**src/hdl/fca_pkg.sv**
```systemverilog
// package: constants, modes, states and commands of the flash command acceptance block
package fca_pkg;
    // ------------------------------------------------------------
    // register map (word offsets are byte addresses)
    // ------------------------------------------------------------
    localparam logic [7:0] FCA_ADDR_MODE = 8'h00;
    localparam logic [7:0] FCA_ADDR_CMD = 8'h04;
    localparam logic [7:0] FCA_ADDR_STATUS = 8'h08;
    localparam logic [7:0] FCA_ADDR_ACCESS = 8'h0C;
    localparam logic [7:0] FCA_ADDR_CLKNOTE = 8'h10;
    localparam logic [7:0] FCA_ADDR_TARGET = 8'h14;
    // ------------------------------------------------------------
    // mode select values and fields
    // ------------------------------------------------------------
    localparam logic [15:0] FCA_MODE_READ = 16'h0000;
    localparam logic [15:0] FCA_MODE_CODE = 16'h0001;
    localparam logic [15:0] FCA_MODE_DATA = 16'h0080;
    localparam int FCA_BIT_CODE_ENTRY = 0;
    localparam int FCA_BIT_DATA_ENTRY = 7;
    // ------------------------------------------------------------
    // opcode bytes
    // ------------------------------------------------------------
    localparam logic [7:0] FCA_OP_PROG = 8'hE8;
    localparam logic [7:0] FCA_OP_ERASE = 8'h20;
    localparam logic [7:0] FCA_OP_MERASE = 8'h21;
    localparam logic [7:0] FCA_OP_SUSPEND = 8'hB0;
    localparam logic [7:0] FCA_OP_RESUME = 8'hD0;
    localparam logic [7:0] FCA_OP_CLEAR = 8'h50;
    localparam logic [7:0] FCA_OP_STOP = 8'hB3;
    localparam logic [7:0] FCA_OP_BLANK = 8'h71;
    localparam logic [7:0] FCA_OP_CONFIG = 8'h40;
    localparam logic [7:0] FCA_OP_FINAL = 8'hD0;
    // ------------------------------------------------------------
    // status word bit positions
    // ------------------------------------------------------------
    localparam int FCA_ST_ILGL = 0;
    localparam int FCA_ST_ILGCOM = 1;
    localparam int FCA_ST_FESET = 2;
    localparam int FCA_ST_SEC = 3;
    localparam int FCA_ST_OT = 4;
    localparam int FCA_ST_ERS = 5;
    localparam int FCA_ST_PRG = 6;
    localparam int FCA_ST_WE = 7;
    localparam int FCA_ST_PROGRAM_SUSPENDED_FLAG = 8;
    localparam int FCA_ST_ERASE_SUSPENDED_FLAG = 9;
    localparam int FCA_ST_WRITE_BUFFER_FULL_FLAG = 10;
    localparam int FCA_ST_SUSPEND_READY_FLAG = 11;
    localparam int FCA_ST_RDY = 15;
    localparam int FCA_ERR_W = 8;
    // ------------------------------------------------------------
    // timing (cycles at 100 MHz)
    // ------------------------------------------------------------
    localparam int FCA_CLK_MHZ = 100;
    localparam int FCA_OP_TIME_NS = 1000;
    localparam int FCA_SUS_TIME_NS = 200;
    localparam int FCA_OP_CYCLES = (FCA_OP_TIME_NS * FCA_CLK_MHZ + 999) / 1000;
    localparam int FCA_SUS_CYCLES = (FCA_SUS_TIME_NS * FCA_CLK_MHZ + 999) / 1000;
    localparam int FCA_SUSPEND_READY_FLAG_DELAY = 4;
    localparam int FCA_CNT_W = 16;
    localparam logic [15:0] FCA_TARGET_RST = 16'h0000;
    localparam logic [15:0] FCA_CLKNOTE_RST = 16'h0064;

    // ------------------------------------------------------------
    // sequencer states
    // ------------------------------------------------------------
    typedef enum logic [3:0] {
        FCA_IDLE = 4'b0000,
        FCA_PE_BUSY = 4'b0001,
        FCA_CFG_BUSY = 4'b0010,
        FCA_SUSPENDING = 4'b0011,
        FCA_BLANK_BUSY = 4'b0100,
        FCA_PRG_SUSP = 4'b0101,
        FCA_ERS_SUSP = 4'b0110,
        FCA_PRG_IN_ES = 4'b0111,
        FCA_LOCKED = 4'b1000,
        FCA_STOPPING = 4'b1001
    } fca_state_t;

    // decoded command kinds
    typedef enum logic [3:0] {
        FCA_C_NONE = 4'b0000,
        FCA_C_PROG = 4'b0001,
        FCA_C_ERASE = 4'b0010,
        FCA_C_MERASE = 4'b0011,
        FCA_C_SUSPEND = 4'b0100,
        FCA_C_RESUME = 4'b0101,
        FCA_C_CLEAR = 4'b0110,
        FCA_C_STOP = 4'b0111,
        FCA_C_BLANK = 4'b1000,
        FCA_C_CONFIG = 4'b1001,
        FCA_C_BADSEQ = 4'b1010
    } fca_cmd_t;
endpackage

```
**src/hdl/fca_cmd_decode.sv**
```systemverilog
// command decoder: turns opcode writes into whole commands
`timescale 1ns/1ps
`default_nettype none
module fca_cmd_decode
    import fca_pkg::*;
(
    // clock and reset
    input wire logic core_clk,
    input wire logic nrst,
    input wire logic clkEn,
    // command writes
    input wire logic cmdWr,
    input wire logic [7:0] cmdByte,
    input wire logic abort,
    // decoded command, one-cycle pulse
    output logic cmdValid,
    output fca_cmd_t cmdKind
);
    typedef enum logic [1:0] {
        FCA_D_OP = 2'b00,
        FCA_D_COUNT = 2'b01,
        FCA_D_DATA = 2'b10,
        FCA_D_FINAL = 2'b11
    } fca_dstate_t;

    typedef struct packed {
        fca_dstate_t st;
        fca_cmd_t pend;
        logic [7:0] left;
        logic valid;
        fca_cmd_t kind;
    } fca_dec_t;

    fca_dec_t s_q, s_d;

    always_comb begin
        s_d = s_q;
        s_d.valid = 1'b0;
        s_d.kind = FCA_C_NONE;
        if (abort) begin
            s_d.st = FCA_D_OP;
        end else if (cmdWr) begin
            unique case (s_q.st)
                FCA_D_OP: begin
                    unique case (cmdByte)
                        FCA_OP_PROG: begin
                            s_d.pend = FCA_C_PROG;
                            s_d.st = FCA_D_COUNT;
                        end
                        FCA_OP_CONFIG: begin
                            s_d.pend = FCA_C_CONFIG;
                            s_d.st = FCA_D_COUNT;
                        end
                        FCA_OP_ERASE: begin
                            s_d.pend = FCA_C_ERASE;
                            s_d.st = FCA_D_FINAL;
                        end
                        FCA_OP_MERASE: begin
                            s_d.pend = FCA_C_MERASE;
                            s_d.st = FCA_D_FINAL;
                        end
                        FCA_OP_BLANK: begin
                            s_d.pend = FCA_C_BLANK;
                            s_d.st = FCA_D_FINAL;
                        end
                        FCA_OP_SUSPEND: begin
                            s_d.valid = 1'b1;
                            s_d.kind = FCA_C_SUSPEND;
                        end
                        FCA_OP_RESUME: begin
                            s_d.valid = 1'b1;
                            s_d.kind = FCA_C_RESUME;
                        end
                        FCA_OP_CLEAR: begin
                            s_d.valid = 1'b1;
                            s_d.kind = FCA_C_CLEAR;
                        end
                        FCA_OP_STOP: begin
                            s_d.valid = 1'b1;
                            s_d.kind = FCA_C_STOP;
                        end
                        default: begin
                            s_d.valid = 1'b1;
                            s_d.kind = FCA_C_BADSEQ;
                        end
                    endcase
                end
                FCA_D_COUNT: begin
                    s_d.left = cmdByte;
                    s_d.st = (cmdByte == 8'h00) ? FCA_D_FINAL : FCA_D_DATA;
                end
                FCA_D_DATA: begin
                    s_d.left = s_q.left - 8'h01;
                    if (s_q.left == 8'h01) begin
                        s_d.st = FCA_D_FINAL;
                    end
                end
                FCA_D_FINAL: begin
                    s_d.valid = 1'b1;
                    s_d.kind = (cmdByte == FCA_OP_FINAL) ? s_q.pend : FCA_C_BADSEQ;
                    s_d.st = FCA_D_OP;
                end
            endcase
        end
    end

    always_ff @(posedge core_clk or negedge nrst) begin
        if (!nrst) begin
            s_q <= '{st: FCA_D_OP, pend: FCA_C_NONE, left: 8'h00, valid: 1'b0,
                     kind: FCA_C_NONE};
        end else if (clkEn) begin
            s_q <= s_d;
        end
    end

    assign cmdValid = s_q.valid;
    assign cmdKind = s_q.kind;
endmodule // fca_cmd_decode
`default_nettype wire

```
**src/hdl/fca_op_timer.sv**
```systemverilog
// operation timer: counts down the length of a flash operation
`timescale 1ns/1ps
`default_nettype none
module fca_op_timer
    import fca_pkg::*;
#(
    parameter int CNT_W = FCA_CNT_W
) (
    // clock and reset
    input wire logic core_clk,
    input wire logic nrst,
    input wire logic clkEn,
    // control
    input wire logic load,
    input wire logic [CNT_W-1:0] loadVal,
    input wire logic hold,
    // status
    output logic done
);
    typedef struct packed {
        logic [CNT_W-1:0] cnt;
        logic run;
        logic done;
    } fca_tmr_t;

    fca_tmr_t s_q, s_d;

    always_comb begin
        s_d = s_q;
        s_d.done = 1'b0;
        if (load) begin
            s_d.cnt = loadVal;
            s_d.run = 1'b1;
        end else if (s_q.run && !hold) begin
            if (s_q.cnt <= CNT_W'(1)) begin
                s_d.run = 1'b0;
                s_d.done = 1'b1;
            end else begin
                s_d.cnt = s_q.cnt - CNT_W'(1);
            end
        end
    end

    always_ff @(posedge core_clk or negedge nrst) begin
        if (!nrst) begin
            s_q <= '{cnt: '0, run: 1'b0, done: 1'b0};
        end else if (clkEn) begin
            s_q <= s_d;
        end
    end

    assign done = s_q.done;
endmodule // fca_op_timer
`default_nettype wire

```
**src/hdl/fca_sequencer.sv**
```systemverilog
// flash command acceptance: modes, sequencer state, flags and register port
`timescale 1ns/1ps
`default_nettype none
module fca_sequencer
    import fca_pkg::*;
#(
    parameter int OP_CYCLES = FCA_OP_CYCLES,
    parameter int SUS_CYCLES = FCA_SUS_CYCLES
) (
    // clock and reset
    input wire logic core_clk,
    input wire logic nrst,
    input wire logic clkEn,
    // register port
    input wire logic [7:0] regAddr,
    input wire logic [15:0] regWdata,
    input wire logic regWr,
    input wire logic regRd,
    output logic [15:0] regRdata,
    // array result inputs (from the flash macro, asynchronous)
    input wire logic arrayProgFail,
    input wire logic arrayEraseFail,
    input wire logic writeProtect,
    input wire logic securityBlock,
    // status outputs
    output logic sequencerReadyFlag,
    output logic commandLockFlag,
    output logic [15:0] sequencerModeSelect
);
    // ------------------------------------------------------------
    // state record
    // ------------------------------------------------------------
    typedef struct packed {
        fca_state_t st;
        logic [15:0] mode;
        logic [FCA_ERR_W-1:0] err;
        logic program_suspended_flag;
        logic erase_suspended_flag;
        logic suspend_ready_flag;
        logic rdy;
        logic write_buffer_full_flag;
        logic isProg;
        logic lock;
        logic [1:0] susWait;
        logic [15:0] target;
        logic [15:0] suspBlock;
        logic [15:0] clkNote;
        logic [15:0] rdata;
        logic [1:0] syncProg;
        logic [1:0] syncErs;
        logic [1:0] syncWp;
        logic [1:0] syncSec;
    } fca_seq_t;

    fca_seq_t s_q, s_d;

    logic cmdValid;
    fca_cmd_t cmdKind;
    logic tmrLoad;
    logic [FCA_CNT_W-1:0] tmrVal;
    logic tmrDone;
    logic cmdWr;
    logic lockNow;

    function automatic logic isCodeMode(input logic [15:0] m);
        return m == FCA_MODE_CODE;
    endfunction

    function automatic logic isDataMode(input logic [15:0] m);
        return m == FCA_MODE_DATA;
    endfunction

    // ------------------------------------------------------------
    // submodules
    // ------------------------------------------------------------
    // writes in read mode never reach the decoder
    assign cmdWr = regWr && (regAddr == FCA_ADDR_CMD) && (s_q.mode != FCA_MODE_READ);

    fca_cmd_decode u_dec (
        .core_clk(core_clk),
        .nrst(nrst),
        .clkEn(clkEn),
        .cmdWr(cmdWr),
        .cmdByte(regWdata[7:0]),
        .abort(s_q.mode == FCA_MODE_READ),
        .cmdValid(cmdValid),
        .cmdKind(cmdKind)
    );

    fca_op_timer #(.CNT_W(FCA_CNT_W)) u_tmr (
        .core_clk(core_clk),
        .nrst(nrst),
        .clkEn(clkEn),
        .load(tmrLoad),
        .loadVal(tmrVal),
        .hold(1'b0),
        .done(tmrDone)
    );

    assign lockNow = |s_q.err;

    // ------------------------------------------------------------
    // next state
    // ------------------------------------------------------------
    always_comb begin
        s_d = s_q;
        tmrLoad = 1'b0;
        tmrVal = FCA_CNT_W'(OP_CYCLES);
        s_d.syncProg = {s_q.syncProg[0], arrayProgFail};
        s_d.syncErs = {s_q.syncErs[0], arrayEraseFail};
        s_d.syncWp = {s_q.syncWp[0], writeProtect};
        s_d.syncSec = {s_q.syncSec[0], securityBlock};

        // register writes
        if (regWr) begin
            unique case (regAddr)
                FCA_ADDR_MODE: begin
                    // only a single entry bit or zero is a legal mode
                    if (regWdata == FCA_MODE_READ || regWdata == FCA_MODE_CODE
                            || regWdata == FCA_MODE_DATA) begin
                        s_d.mode = regWdata;
                    end
                end
                FCA_ADDR_TARGET: s_d.target = regWdata;
                FCA_ADDR_CLKNOTE: s_d.clkNote = regWdata;
                default: ;
            endcase
        end

        // completion of running work
        if (tmrDone) begin
            unique case (s_q.st)
                FCA_PE_BUSY, FCA_CFG_BUSY, FCA_BLANK_BUSY, FCA_STOPPING: begin
                    s_d.st = FCA_IDLE;
                    s_d.rdy = 1'b1;
                    s_d.suspend_ready_flag = 1'b0;
                    s_d.write_buffer_full_flag = 1'b0;
                end
                FCA_PRG_IN_ES: begin
                    s_d.st = FCA_ERS_SUSP;
                    s_d.rdy = 1'b1;
                end
                FCA_SUSPENDING: begin
                    s_d.st = s_q.program_suspended_flag ? FCA_PRG_SUSP : FCA_ERS_SUSP;
                    s_d.rdy = 1'b1;
                end
                default: ;
            endcase
        end

        // suspend becomes possible a little after start
        if (s_q.st == FCA_PE_BUSY && !s_q.suspend_ready_flag) begin
            if (s_q.susWait == 2'(FCA_SUSPEND_READY_FLAG_DELAY - 1)) begin
                s_d.suspend_ready_flag = 1'b1;
            end else begin
                s_d.susWait = s_q.susWait + 2'h1;
            end
        end

        // array errors sampled after the synchronisers
        if (s_q.st == FCA_PE_BUSY || s_q.st == FCA_PRG_IN_ES) begin
            if (s_q.syncProg[1]) s_d.err[FCA_ST_PRG] = 1'b1;
            if (s_q.syncErs[1]) s_d.err[FCA_ST_ERS] = 1'b1;
            if (s_q.syncWp[1]) s_d.err[FCA_ST_WE] = 1'b1;
            if (s_q.syncSec[1]) s_d.err[FCA_ST_SEC] = 1'b1;
        end

        // command acceptance
        if (cmdValid) begin
            unique case (cmdKind)
                FCA_C_STOP: begin
                    // accepted in every state; clears all status
                    s_d.st = FCA_STOPPING;
                    s_d.err = '0;
                    s_d.program_suspended_flag = 1'b0;
                    s_d.erase_suspended_flag = 1'b0;
                    s_d.suspend_ready_flag = 1'b0;
                    s_d.write_buffer_full_flag = 1'b0;
                    s_d.rdy = 1'b0;
                    tmrLoad = 1'b1;
                    tmrVal = FCA_CNT_W'(SUS_CYCLES);
                end
                FCA_C_CLEAR: begin
                    if (s_q.rdy && (s_q.st == FCA_IDLE || s_q.st == FCA_PRG_SUSP
                            || s_q.st == FCA_ERS_SUSP || s_q.st == FCA_LOCKED)) begin
                        s_d.err = '0;
                        if (s_q.st == FCA_LOCKED) begin
                            s_d.st = s_q.program_suspended_flag ? FCA_PRG_SUSP :
                                     s_q.erase_suspended_flag ? FCA_ERS_SUSP : FCA_IDLE;
                        end
                    end else begin
                        s_d.err[FCA_ST_ILGL] = 1'b1;
                    end
                end
                FCA_C_SUSPEND: begin
                    if (s_q.st == FCA_PE_BUSY && s_q.suspend_ready_flag) begin
                        s_d.st = FCA_SUSPENDING;
                        s_d.suspend_ready_flag = 1'b0;
                        tmrLoad = 1'b1;
                        tmrVal = FCA_CNT_W'(SUS_CYCLES);
                        s_d.program_suspended_flag = s_q.isProg;
                        s_d.erase_suspended_flag = !s_q.isProg;
                    end else if (s_q.st == FCA_IDLE
                            || (s_q.st == FCA_LOCKED && s_q.rdy)) begin
                        s_d.st = s_q.st;
                    end else begin
                        s_d.err[FCA_ST_ILGL] = 1'b1;
                    end
                end
                FCA_C_RESUME: begin
                    if (s_q.st == FCA_PRG_SUSP || s_q.st == FCA_ERS_SUSP) begin
                        s_d.st = FCA_PE_BUSY;
                        s_d.isProg = (s_q.st == FCA_PRG_SUSP);
                        s_d.program_suspended_flag = 1'b0;
                        s_d.erase_suspended_flag = 1'b0;
                        s_d.rdy = 1'b0;
                        s_d.susWait = 2'h0;
                        tmrLoad = 1'b1;
                    end else begin
                        s_d.err[FCA_ST_ILGL] = 1'b1;
                    end
                end
                FCA_C_PROG: begin
                    if (s_q.st == FCA_IDLE) begin
                        s_d.st = FCA_PE_BUSY;
                        s_d.isProg = 1'b1;
                        s_d.rdy = 1'b0;
                        s_d.susWait = 2'h0;
                        s_d.suspBlock = s_q.target;
                        tmrLoad = 1'b1;
                    end else if (s_q.st == FCA_ERS_SUSP && s_q.target != s_q.suspBlock) begin
                        s_d.st = FCA_PRG_IN_ES;
                        s_d.rdy = 1'b0;
                        tmrLoad = 1'b1;
                    end else begin
                        s_d.err[FCA_ST_ILGL] = 1'b1;
                    end
                end
                FCA_C_ERASE: begin
                    if (s_q.st == FCA_IDLE) begin
                        s_d.st = FCA_PE_BUSY;
                        s_d.isProg = 1'b0;
                        s_d.rdy = 1'b0;
                        s_d.susWait = 2'h0;
                        s_d.suspBlock = s_q.target;
                        tmrLoad = 1'b1;
                    end else begin
                        s_d.err[FCA_ST_ILGL] = 1'b1;
                    end
                end
                FCA_C_MERASE: begin
                    if (s_q.st == FCA_IDLE && isDataMode(s_q.mode)) begin
                        s_d.st = FCA_PE_BUSY;
                        s_d.isProg = 1'b0;
                        s_d.rdy = 1'b0;
                        s_d.susWait = 2'h0;
                        s_d.suspBlock = s_q.target;
                        tmrLoad = 1'b1;
                    end else begin
                        s_d.err[FCA_ST_ILGL] = 1'b1;
                    end
                end
                FCA_C_BLANK: begin
                    if (isDataMode(s_q.mode) && (s_q.st == FCA_IDLE
                            || s_q.st == FCA_PRG_SUSP || s_q.st == FCA_ERS_SUSP)) begin
                        s_d.st = FCA_BLANK_BUSY;
                        s_d.rdy = 1'b0;
                        tmrLoad = 1'b1;
                    end else begin
                        s_d.err[FCA_ST_ILGL] = 1'b1;
                    end
                end
                FCA_C_CONFIG: begin
                    if (isCodeMode(s_q.mode) && s_q.st == FCA_IDLE) begin
                        s_d.st = FCA_CFG_BUSY;
                        s_d.rdy = 1'b0;
                        tmrLoad = 1'b1;
                    end else begin
                        s_d.err[FCA_ST_ILGL] = 1'b1;
                    end
                end
                FCA_C_BADSEQ: s_d.err[FCA_ST_ILGCOM] = 1'b1;
                default: ;
            endcase
        end

        // any error forces the locked state except while stopping, ready left as is
        if (|s_d.err && s_d.st != FCA_STOPPING) begin
            s_d.st = FCA_LOCKED;
        end
        s_d.lock = |s_d.err;

        // read data appear the cycle after the strobe
        s_d.rdata = 16'h0000;
        if (regRd) begin
            unique case (regAddr)
                FCA_ADDR_MODE: s_d.rdata = s_q.mode;
                FCA_ADDR_STATUS: begin
                    s_d.rdata[FCA_ST_WE:FCA_ST_ILGL] = s_q.err;
                    s_d.rdata[FCA_ST_PROGRAM_SUSPENDED_FLAG] = s_q.program_suspended_flag;
                    s_d.rdata[FCA_ST_ERASE_SUSPENDED_FLAG] = s_q.erase_suspended_flag;
                    s_d.rdata[FCA_ST_WRITE_BUFFER_FULL_FLAG] = s_q.write_buffer_full_flag;
                    s_d.rdata[FCA_ST_SUSPEND_READY_FLAG] = s_q.suspend_ready_flag;
                    s_d.rdata[FCA_ST_RDY] = s_q.rdy;
                end
                FCA_ADDR_ACCESS: s_d.rdata = {15'h0000, lockNow};
                FCA_ADDR_CLKNOTE: s_d.rdata = s_q.clkNote;
                FCA_ADDR_TARGET: s_d.rdata = s_q.target;
                default: s_d.rdata = 16'h0000;
            endcase
        end
    end

    always_ff @(posedge core_clk or negedge nrst) begin
        if (!nrst) begin
            s_q <= '{st: FCA_IDLE, mode: FCA_MODE_READ, rdy: 1'b1, target: FCA_TARGET_RST,
                     clkNote: FCA_CLKNOTE_RST, default: '0};
        end else if (clkEn) begin
            s_q <= s_d;
        end
    end

    assign regRdata = s_q.rdata;
    assign sequencerReadyFlag = s_q.rdy;
    assign commandLockFlag = s_q.lock;
    assign sequencerModeSelect = s_q.mode;
endmodule // fca_sequencer
`default_nettype wire

```
**config.mk**
```make
export PLATFORM = sky130hd
export DESIGN_NAME = fca_sequencer
export DESIGN_NICKNAME = d
export VERILOG_FILES = /design/src/hdl/fca_pkg.sv /design/src/hdl/fca_cmd_decode.sv /design/src/hdl/fca_op_timer.sv /design/src/hdl/fca_sequencer.sv
export SDC_FILE = /design/constraint.sdc
export NUM_CORES = 1
export LEC_CHECK = 0
export BUFFER_PORTS_ARGS = -buffer_cell sky130_fd_sc_hd__buf_2
export CAP_MARGIN = 15
export CORE_ASPECT_RATIO = 1.1
export CORE_MARGIN = 4
export CORE_UTILIZATION = 50
export CTS_CLUSTER_DIAMETER = 200
export DETAILED_ROUTE_END_ITERATION = 8
export GPL_TIMING_DRIVEN = 0
export PLACE_DENSITY = 0.72
export REMOVE_ABC_BUFFERS = 1
export SETUP_SLACK_MARGIN = 0.4
export SYNTH_ARGS = -nofsm -noshare
export SYNTH_HDL_FRONTEND = slang
export SYNTH_HIERARCHICAL = 1
export SYNTH_SLANG_ARGS = --single-unit
```
**constraint.sdc**
```tcl
create_clock -name core_clk -period 7.3 [get_ports core_clk]
set_clock_uncertainty 0.05 [all_clocks]
set_input_delay 0.73 -clock core_clk [delete_from_list [all_inputs] [get_ports core_clk]]
set_output_delay 0.73 -clock core_clk [all_outputs]
set_load 0.03 [all_outputs]
```
==> results of run 1 <==
where the power goes:
part           internal, µW  switching (µW)
combinational          37.3            75.3
clock                   449             377
sequential              819            19.0
area by class of cell:
class	instances	share of cell area, %
clock buffers	19	4.60
clock inverters	13	1.34
inverters	33	1.32
multi-input cells	649	46.8
flip-flops and latches	145	38.6
well taps	234	3.11
repair buffers	70	4.19
stage by stage:
step	setup WS (ns)	utilization, %
2_1_floorplan	3.71	-
3_3_place_gp	2.29	51.6
3_5_place_dp	3.16	52.0
4_1_cts	3.14	55.3
5_1_grt	2.78	55.3
6_report	3.15	55.3
state kept, by name, indices dropped and copies added (netlist names):
name,cells
u_dec/s_q,13
u_dec/cmdKind,4
sequencerReadyFlag,1
u_tmr/done,1
sequencerModeSelect,16
s_d,4
commandLockFlag,1
regRdata,16
s_q,71
u_dec/cmdValid,1
u_tmr/s_q,17
final timing paths:
check | start | to | slack [ns] | cells after the start
max in group asynchronous | nrst | s_q[26]$_DFFE_PN1P_ | 6.14 | 2
hold / removal | nrst | u_tmr/s_q[12]$_DFFE_PN0P_ | 0.22 | 1
min in group core_clk | commandLockFlag$_DFFE_PN0P_ | commandLockFlag$_DFFE_PN0P_ | 0.42 | 1
setup reg to reg | s_q[58]$_DFFE_PN0P_ | u_tmr/s_q[11]$_DFFE_PN0P_ | 3.15 | 10
hold reg to reg | commandLockFlag$_DFFE_PN0P_ | commandLockFlag$_DFFE_PN0P_ | 0.42 | 1
setup / recovery | s_q[58]$_DFFE_PN0P_ | u_tmr/s_q[11]$_DFFE_PN0P_ | 3.15 | 10
per-layer routing:
metal | vias to the layer above | GRT usage (%) | share of wire (%)
li1 | 3249 | - | -
met3 | 42 | 3.15 | 5.3
met4 | 0 | 7.77 | 2.2
met2 | 236 | 35.5 | 48
met1 | 3409 | 32.4 | 45
met5 | - | 0 | 0
cell usage after synthesis (3+ instances only):
master and count:
nand2_1 71, nor3_1 22, nor2b_1 25, ha_1 9, mux2_2 61, nand3b_1 4, clkbuf_1 30, or3_1 7
o22ai_1 7, dfrtp_1 141, nor4_4 4, and2_1 6, xor2_1 18, a21oi_1 48, nor4b_1 3, inv_1 33
buf_6 5, a22oi_1 21, a221oi_1 3, nand2b_1 7, o2bb2ai_1 13, o2111ai_1 3, and2b_1 3, nand4_1 11
nand3_1 23, dfstp_2 4, and3_1 11, o21ai_2 8, buf_4 37, nor4_1 16, nand4b_1 3, o21a_1 5
mux2i_1 20, nor3b_1 3, o211ai_1 4, o21ai_0 72, buf_2 8, a31oi_1 12, nor2_1 53
cell families after synthesis:
group,after synthesis
AOI/OAI and AO/OA,231
xor gates and xnor gates,20
adders and majority gates,9
buffers and inverters,117
DFF,145
muxes,81
other,2
and+or+nand+nor,294
cell usage in the layout (no fill, tap or decap), types with 7 or more instances in the layout:
cell         n
and3_1      11
conb_1      14
nand3_1     23
xor2_1      18
nor2_1      53
o2bb2ai_1   13
a31oi_1     11
o21ai_2      8
nand2_1     71
clkbuf_16   17
nor3_1      22
nand2b_1     7
a21oi_1     48
o22ai_1      7
nor4_1      16
or3_1        7
buf_2       65
a22oi_1     21
o21ai_0     72
nor2b_1     25
mux2i_1     20
dfrtp_1    141
ha_1         9
nand4_1     11
inv_1       33
mux2_2      61
worst max-delay path, cell delays in order (launching register included):
cell,delay (ns)
dfrtp_1,0.42
xor2_1,0.15
nor4_1,0.48
nand4_1,0.32
a221oi_1,0.49
a31oi_2,0.30
buf_6,0.25
or3_1,0.41
o31ai_4,0.85
o21ai_0,0.22
o21ai_0,0.12
==> impl_metrics.json, run 1 <==
{
  "cp_max_fo": 25,
  "via_per_inst": 5.96,
  "total_power_uw": 1780,
  "die_x_um": 133,
  "hold_class": "in -> async",
  "drive_gt1_share_pct": 21.6,
  "ios": 67,
  "cts_buffers": 17,
  "ir_worst_vdd_mv": 0.152,
  "fin_nets": 958,
  "drc": 0,
  "crit_required_ns": 7.59,
  "cts.sinks": 145,
  "p_leak_uw": 0.00429,
  "fin_crit_ns": 4.15,
  "die_h_um": 146,
  "final_cell_area_um2": 9410,
  "hold_violations": 0,
  "wirelength_um": 21900,
  "cp-start-kind": "flip-flop",
  "tightest_slew_ns": 1.04,
  "ys_seq_area_share_pct": 42.1,
  "arrival_ns": 4.44,
  "synth_area_um2": 8630,
  "cts_resized": 0,
  "dp_cells": 1131,
  "worst_hold_slack_ns": 0.216,
  "setup_viol": 0,
  "placed_cell_area_um2": 8850,
  "clkLatencyLatePin_ns": 0.43,
  "cts_tree": "built",
  "rows": 50,
  "synth_compound_area_share_pct": 17.7,
  "synth_top_family_by_area": "simple AND/OR/NAND/NOR gates",
  "gp_congestion": 0.962,
  "ctsHtreeMaxLevel": 4,
  "yosysTopAreaCellShare_pct": 40.9,
  "slew_headroom_pct": 30.7,
  "grt_pass1_wl_um": 35700,
  "io_buffers": 66,
  "antennaDiodeCount": 0,
  "cap_violations": 0,
  "synth_top_cell_by_area": "dfrtp_1",
  "antenna_found_initial": 0,
  "multi_input_area_um2": 4400,
  "endpoint_kind": "flip-flop",
  "synthCells": 899,
  "muxShareOfSynthArea_pct": 10.3,
  "synth_fa_ha_area_share_pct": 1.30,
  "drt.antenna.violating_nets": 0,
  "clkTransAtPathRegs_ns": 0.07,
  "via_count": 6936,
  "syn_avg_cell_area_um2": 9.60,
  "cts_setup_buffers": 0,
  "synthArstFlopShare_pct": 100,
  "hpwl_um": 15400,
  "fin_crit_sh_pct": 56.9,
  "rsz0062_at_grt": "no",
  "slew_viol_final": 0,
  "drt_iter0_drc": 624,
  "detailedRoute.firstPassIterationCount": 6,
  "status": "finished, final reports clean",
  "fillers": 1534,
  "dieArea_um2": 19400,
  "synth_cell_types": 89,
  "powerDensity_nw_per_um2": 189,
  "clk_path_buf_depth": 2,
  "grt_usage_pct": 22.6,
  "seq_area_um2": 3630,
  "cts_root_buffer": "clkbuf_16",
  "areaGrowthSynthToFinish_pct": 8.97,
  "synth_xor_area_share_pct": 2.12,
  "synth_edf_count": 0,
  "worstSetupPathType": "reg -> reg",
  "max_freq_ghz": 0.241,
  "yosys.area_share.simple_pct": 19.0,
  "holdBufCountCts": 0,
  "grt_pass1_vias": 6602,
  "routedWlPerCell_um": 18.8,
  "yosys_register_bits": 145,
  "start_util_pct": 50.7,
  "grt_max_degree": 87,
  "synth_flop_cell": "dfrtp_1",
  "core_area_um2": 17000,
  "synth.area.top_cells": "dfrtp_1 (41%), mux2_2 (8.0%), o21ai_0 (4.2%)",
  "setup_tns_ns": 0,
  "fin_cells": 1163,
  "gr-total-overflow": 0,
  "ys_warn_count": 6
}
(Power assumes the default switching activity.)
==> run 2: changes to the inputs <==
==> constraint.sdc (replaced) <==
create_clock -name core_clk -period 3.94 [get_ports core_clk]
set_clock_uncertainty 0.05 [all_clocks]
set_input_delay 0.394 -clock core_clk [delete_from_list [all_inputs] [get_ports core_clk]]
set_output_delay 0.394 -clock core_clk [all_outputs]
set_load 0.03 [all_outputs]
==> run 2 against run 1 <==
Clock power grew 85%. Global-route usage is 0.28 points higher. Hold slack lost 0.072 ns. Die area unchanged. Fmax up 22%. First-iteration DRC count down 5.6%. Non-clock buffer count rose by 7. Flip-flop and latch count is the same. Sequential share of layout area down 0.50 points. Register-to-register slack got worse by 2.6 ns. Critical endpoint unchanged. Largest cell class unchanged. Largest power group unchanged.
==> impl_metrics.json, run 2 (same netlist as run 1, synthesis figures left out) <==
{
  "status": "finished, final reports clean",
  "antennaDiodeCount": 0,
  "clkTransAtPathRegs_ns": 0.07,
  "cp-start-kind": "flip-flop",
  "clkLatencyLatePin_ns": 0.43,
  "wirelength_um": 22100,
  "p_switching_uw": 884,
  "dieArea_um2": 19400,
  "gr-total-overflow": 0,
  "p_comb_share_pct": 6.7,
  "ctsHtreeMaxLevel": 4,
  "fin_crit_sh_pct": 86.0,
  "cap_violations": 0,
  "clk_path_buf_depth": 2,
  "detailedRoute.firstPassIterationCount": 5,
  "max_freq_ghz": 0.295,
  "grt_pass1_vias": 6651,
  "slew_viol_final": 0,
  "slowest_stage": "or3_1",
  "start_util_pct": 50.7,
  "worst_path_largest_cell_delay_ns": 0.48,
  "via_per_inst": 5.96,
  "seqPwrFrac_pct": 46.9,
  "fin_crit_ns": 3.39,
  "powerDensity_nw_per_um2": 347,
  "cts.sinks": 145,
  "endpoint_kind": "flip-flop",
  "setup_viol": 0,
  "cp_max_fo": 18,
  "switching_share_pct": 26.7,
  "ir_worst_vdd_mv": 0.284,
  "cts_root_buffer": "clkbuf_16",
  "grt_pass1_wl_um": 36000,
  "via_count": 6985,
  "drt_iter0_drc": 589,
  "grt_max_degree": 87,
  "arrival_ns": 3.69,
  "die_x_um": 133,
  "routedWlPerCell_um": 18.9,
  "hold_violations": 0,
  "crit_buf_inv": 3,
  "tightest_slew_ns": 1.02,
  "fillers": 1524,
  "antenna_found_initial": 0,
  "drc": 0,
  "worst_hold_slack_ns": 0.144,
  "core_area_um2": 17000,
  "path_common_cell": "o21ai_0",
  "p_leak_uw": 0.00433,
  "crit_required_ns": 4.24,
  "ios": 67,
  "grt_usage_pct": 22.9,
  "drt.antenna.violating_nets": 0,
  "worstSetupPathType": "reg -> reg",
  "internal-power_uw": 2430,
  "areaGrowthSynthToFinish_pct": 10.6,
  "rsz0062_at_grt": "no",
  "cts_tree": "built",
  "hold_class": "in -> reg",
  "io_buffers": 66,
  "drive_gt1_share_pct": 23.3,
  "final_common_cell": "dfrtp_1",
  "cts_buffers": 17,
  "setup_tns_ns": 0,
  "reg_top3": "s_q (71), u_tmr/s_q (17)",
  "hpwl_um": 15400,
  "rows": 50,
  "regMostFlops": "s_q",
  "fin_nets": 966,
  "mostFrequentLayoutCells": "dfrtp_1 (136), o21ai_0 (72), nand2_1 (71)",
  "cp_top_family": "compound AO/OA/AOI/OAI gates",
  "clkPwrFrac_pct": 46.4,
  "gp_congestion": 0.962,
  "slew_headroom_pct": 32.0,
  "largest_register_ff_count": 71,
  "die_h_um": 146,
  "crit_chain": "xor2_1, nor4_2, nand4_1, buf_4, a221oi_2, a31oi_4, buf_6, or3_1, o31ai_4, buf_12, o21ai_0, o21ai_0"
}
run 2: changes by cell type in the layout (fill, tap and decap cells not counted), sizes merged:
cell | previous run | this run
dlygate4sd3 | 0 | 1
buf | 70 | 76
o31ai | 3 | 4
run 2: power by group through the flow:
stage	clock network, µW	registers (µW)	logic, µW
2_1_floorplan	0	1570	93.8
3_3_place_gp	0	1580	203
3_5_place_dp	0	1580	208
4_1_cts	1560	1550	212
5_1_grt	1630	1550	248
6_report	1530	1550	223
run 2: repair_timing:
action	in CTS	in global routing
pin swaps	2	3
endpoints found under the hold margin	58	0
buffers inserted	4	2
hold buffers	1	0
setup endpoints to repair	16	17
cloned	1	0
gates resized for setup	7	7
run 2: cell type report:
class	count	area (µm²)	share of cell area, %
clock buffer	19	433	4.53
multi-input combinational	650	4470	46.8
clock inverter	13	126	1.32
inverter	33	124	1.30
timing repair buffer	77	462	4.84
tap	234	293	3.07
sequential	145	3640	38.1
run 2: through the flow:
step | cells | setup slack, ns | util [%] | cell area, µm² | total power [µW]
finish | 1171 | 0.550 | 56.1 | 9550 | 3310
global route | 1171 | 0.349 | 56.1 | 9550 | 3430
CTS | 1169 | 0.412 | 55.8 | 9490 | 3330
detailed placement | 1131 | -0.203 | 52.0 | 8850 | 1790
global placement | 1127 | -1.07 | 51.6 | 8780 | 1780
floorplan | 827 | 0.350 | - | 8150 | 1660
run 2: worst paths after layout:
kind | startpoint | to | slack, ns | depth (start not counted)
max in group asynchronous | nrst | s_q[26]$_DFFE_PN1P_ | 2.55 | 3
setup reg to reg | s_q[58]$_DFFE_PN0P_ | u_tmr/s_q[11]$_DFFE_PN0P_ | 0.55 | 12
min in group asynchronous | nrst | u_tmr/s_q[12]$_DFFE_PN0P_ | 0.45 | 2
hold reg to reg | commandLockFlag$_DFFE_PN0P_ | commandLockFlag$_DFFE_PN0P_ | 0.42 | 1
hold / removal | writeProtect | s_d[3]$_DFFE_PN0P_ | 0.14 | 2
setup / recovery | s_q[58]$_DFFE_PN0P_ | u_tmr/s_q[11]$_DFFE_PN0P_ | 0.55 | 12
run 2: routing by layer:
metal	GRT usage (%)	vias to the layer above	share of wire [%]
li1	-	3274	-
met1	32.5	3433	44
met2	36.4	236	48
met3	3.18	42	5.3
met4	7.66	0	2.2
met5	0	-	0
run 2: worst register-to-register path: cells and delay by family (launching register included):
family,cells,cell delay (ns)
AO/OA/AOI/OAI,5,1.07
buffers and inverters,3,0.57
flip-flops,1,0.42
XOR/XNOR,1,0.16
AND/OR/NAND/NOR,3,1.05
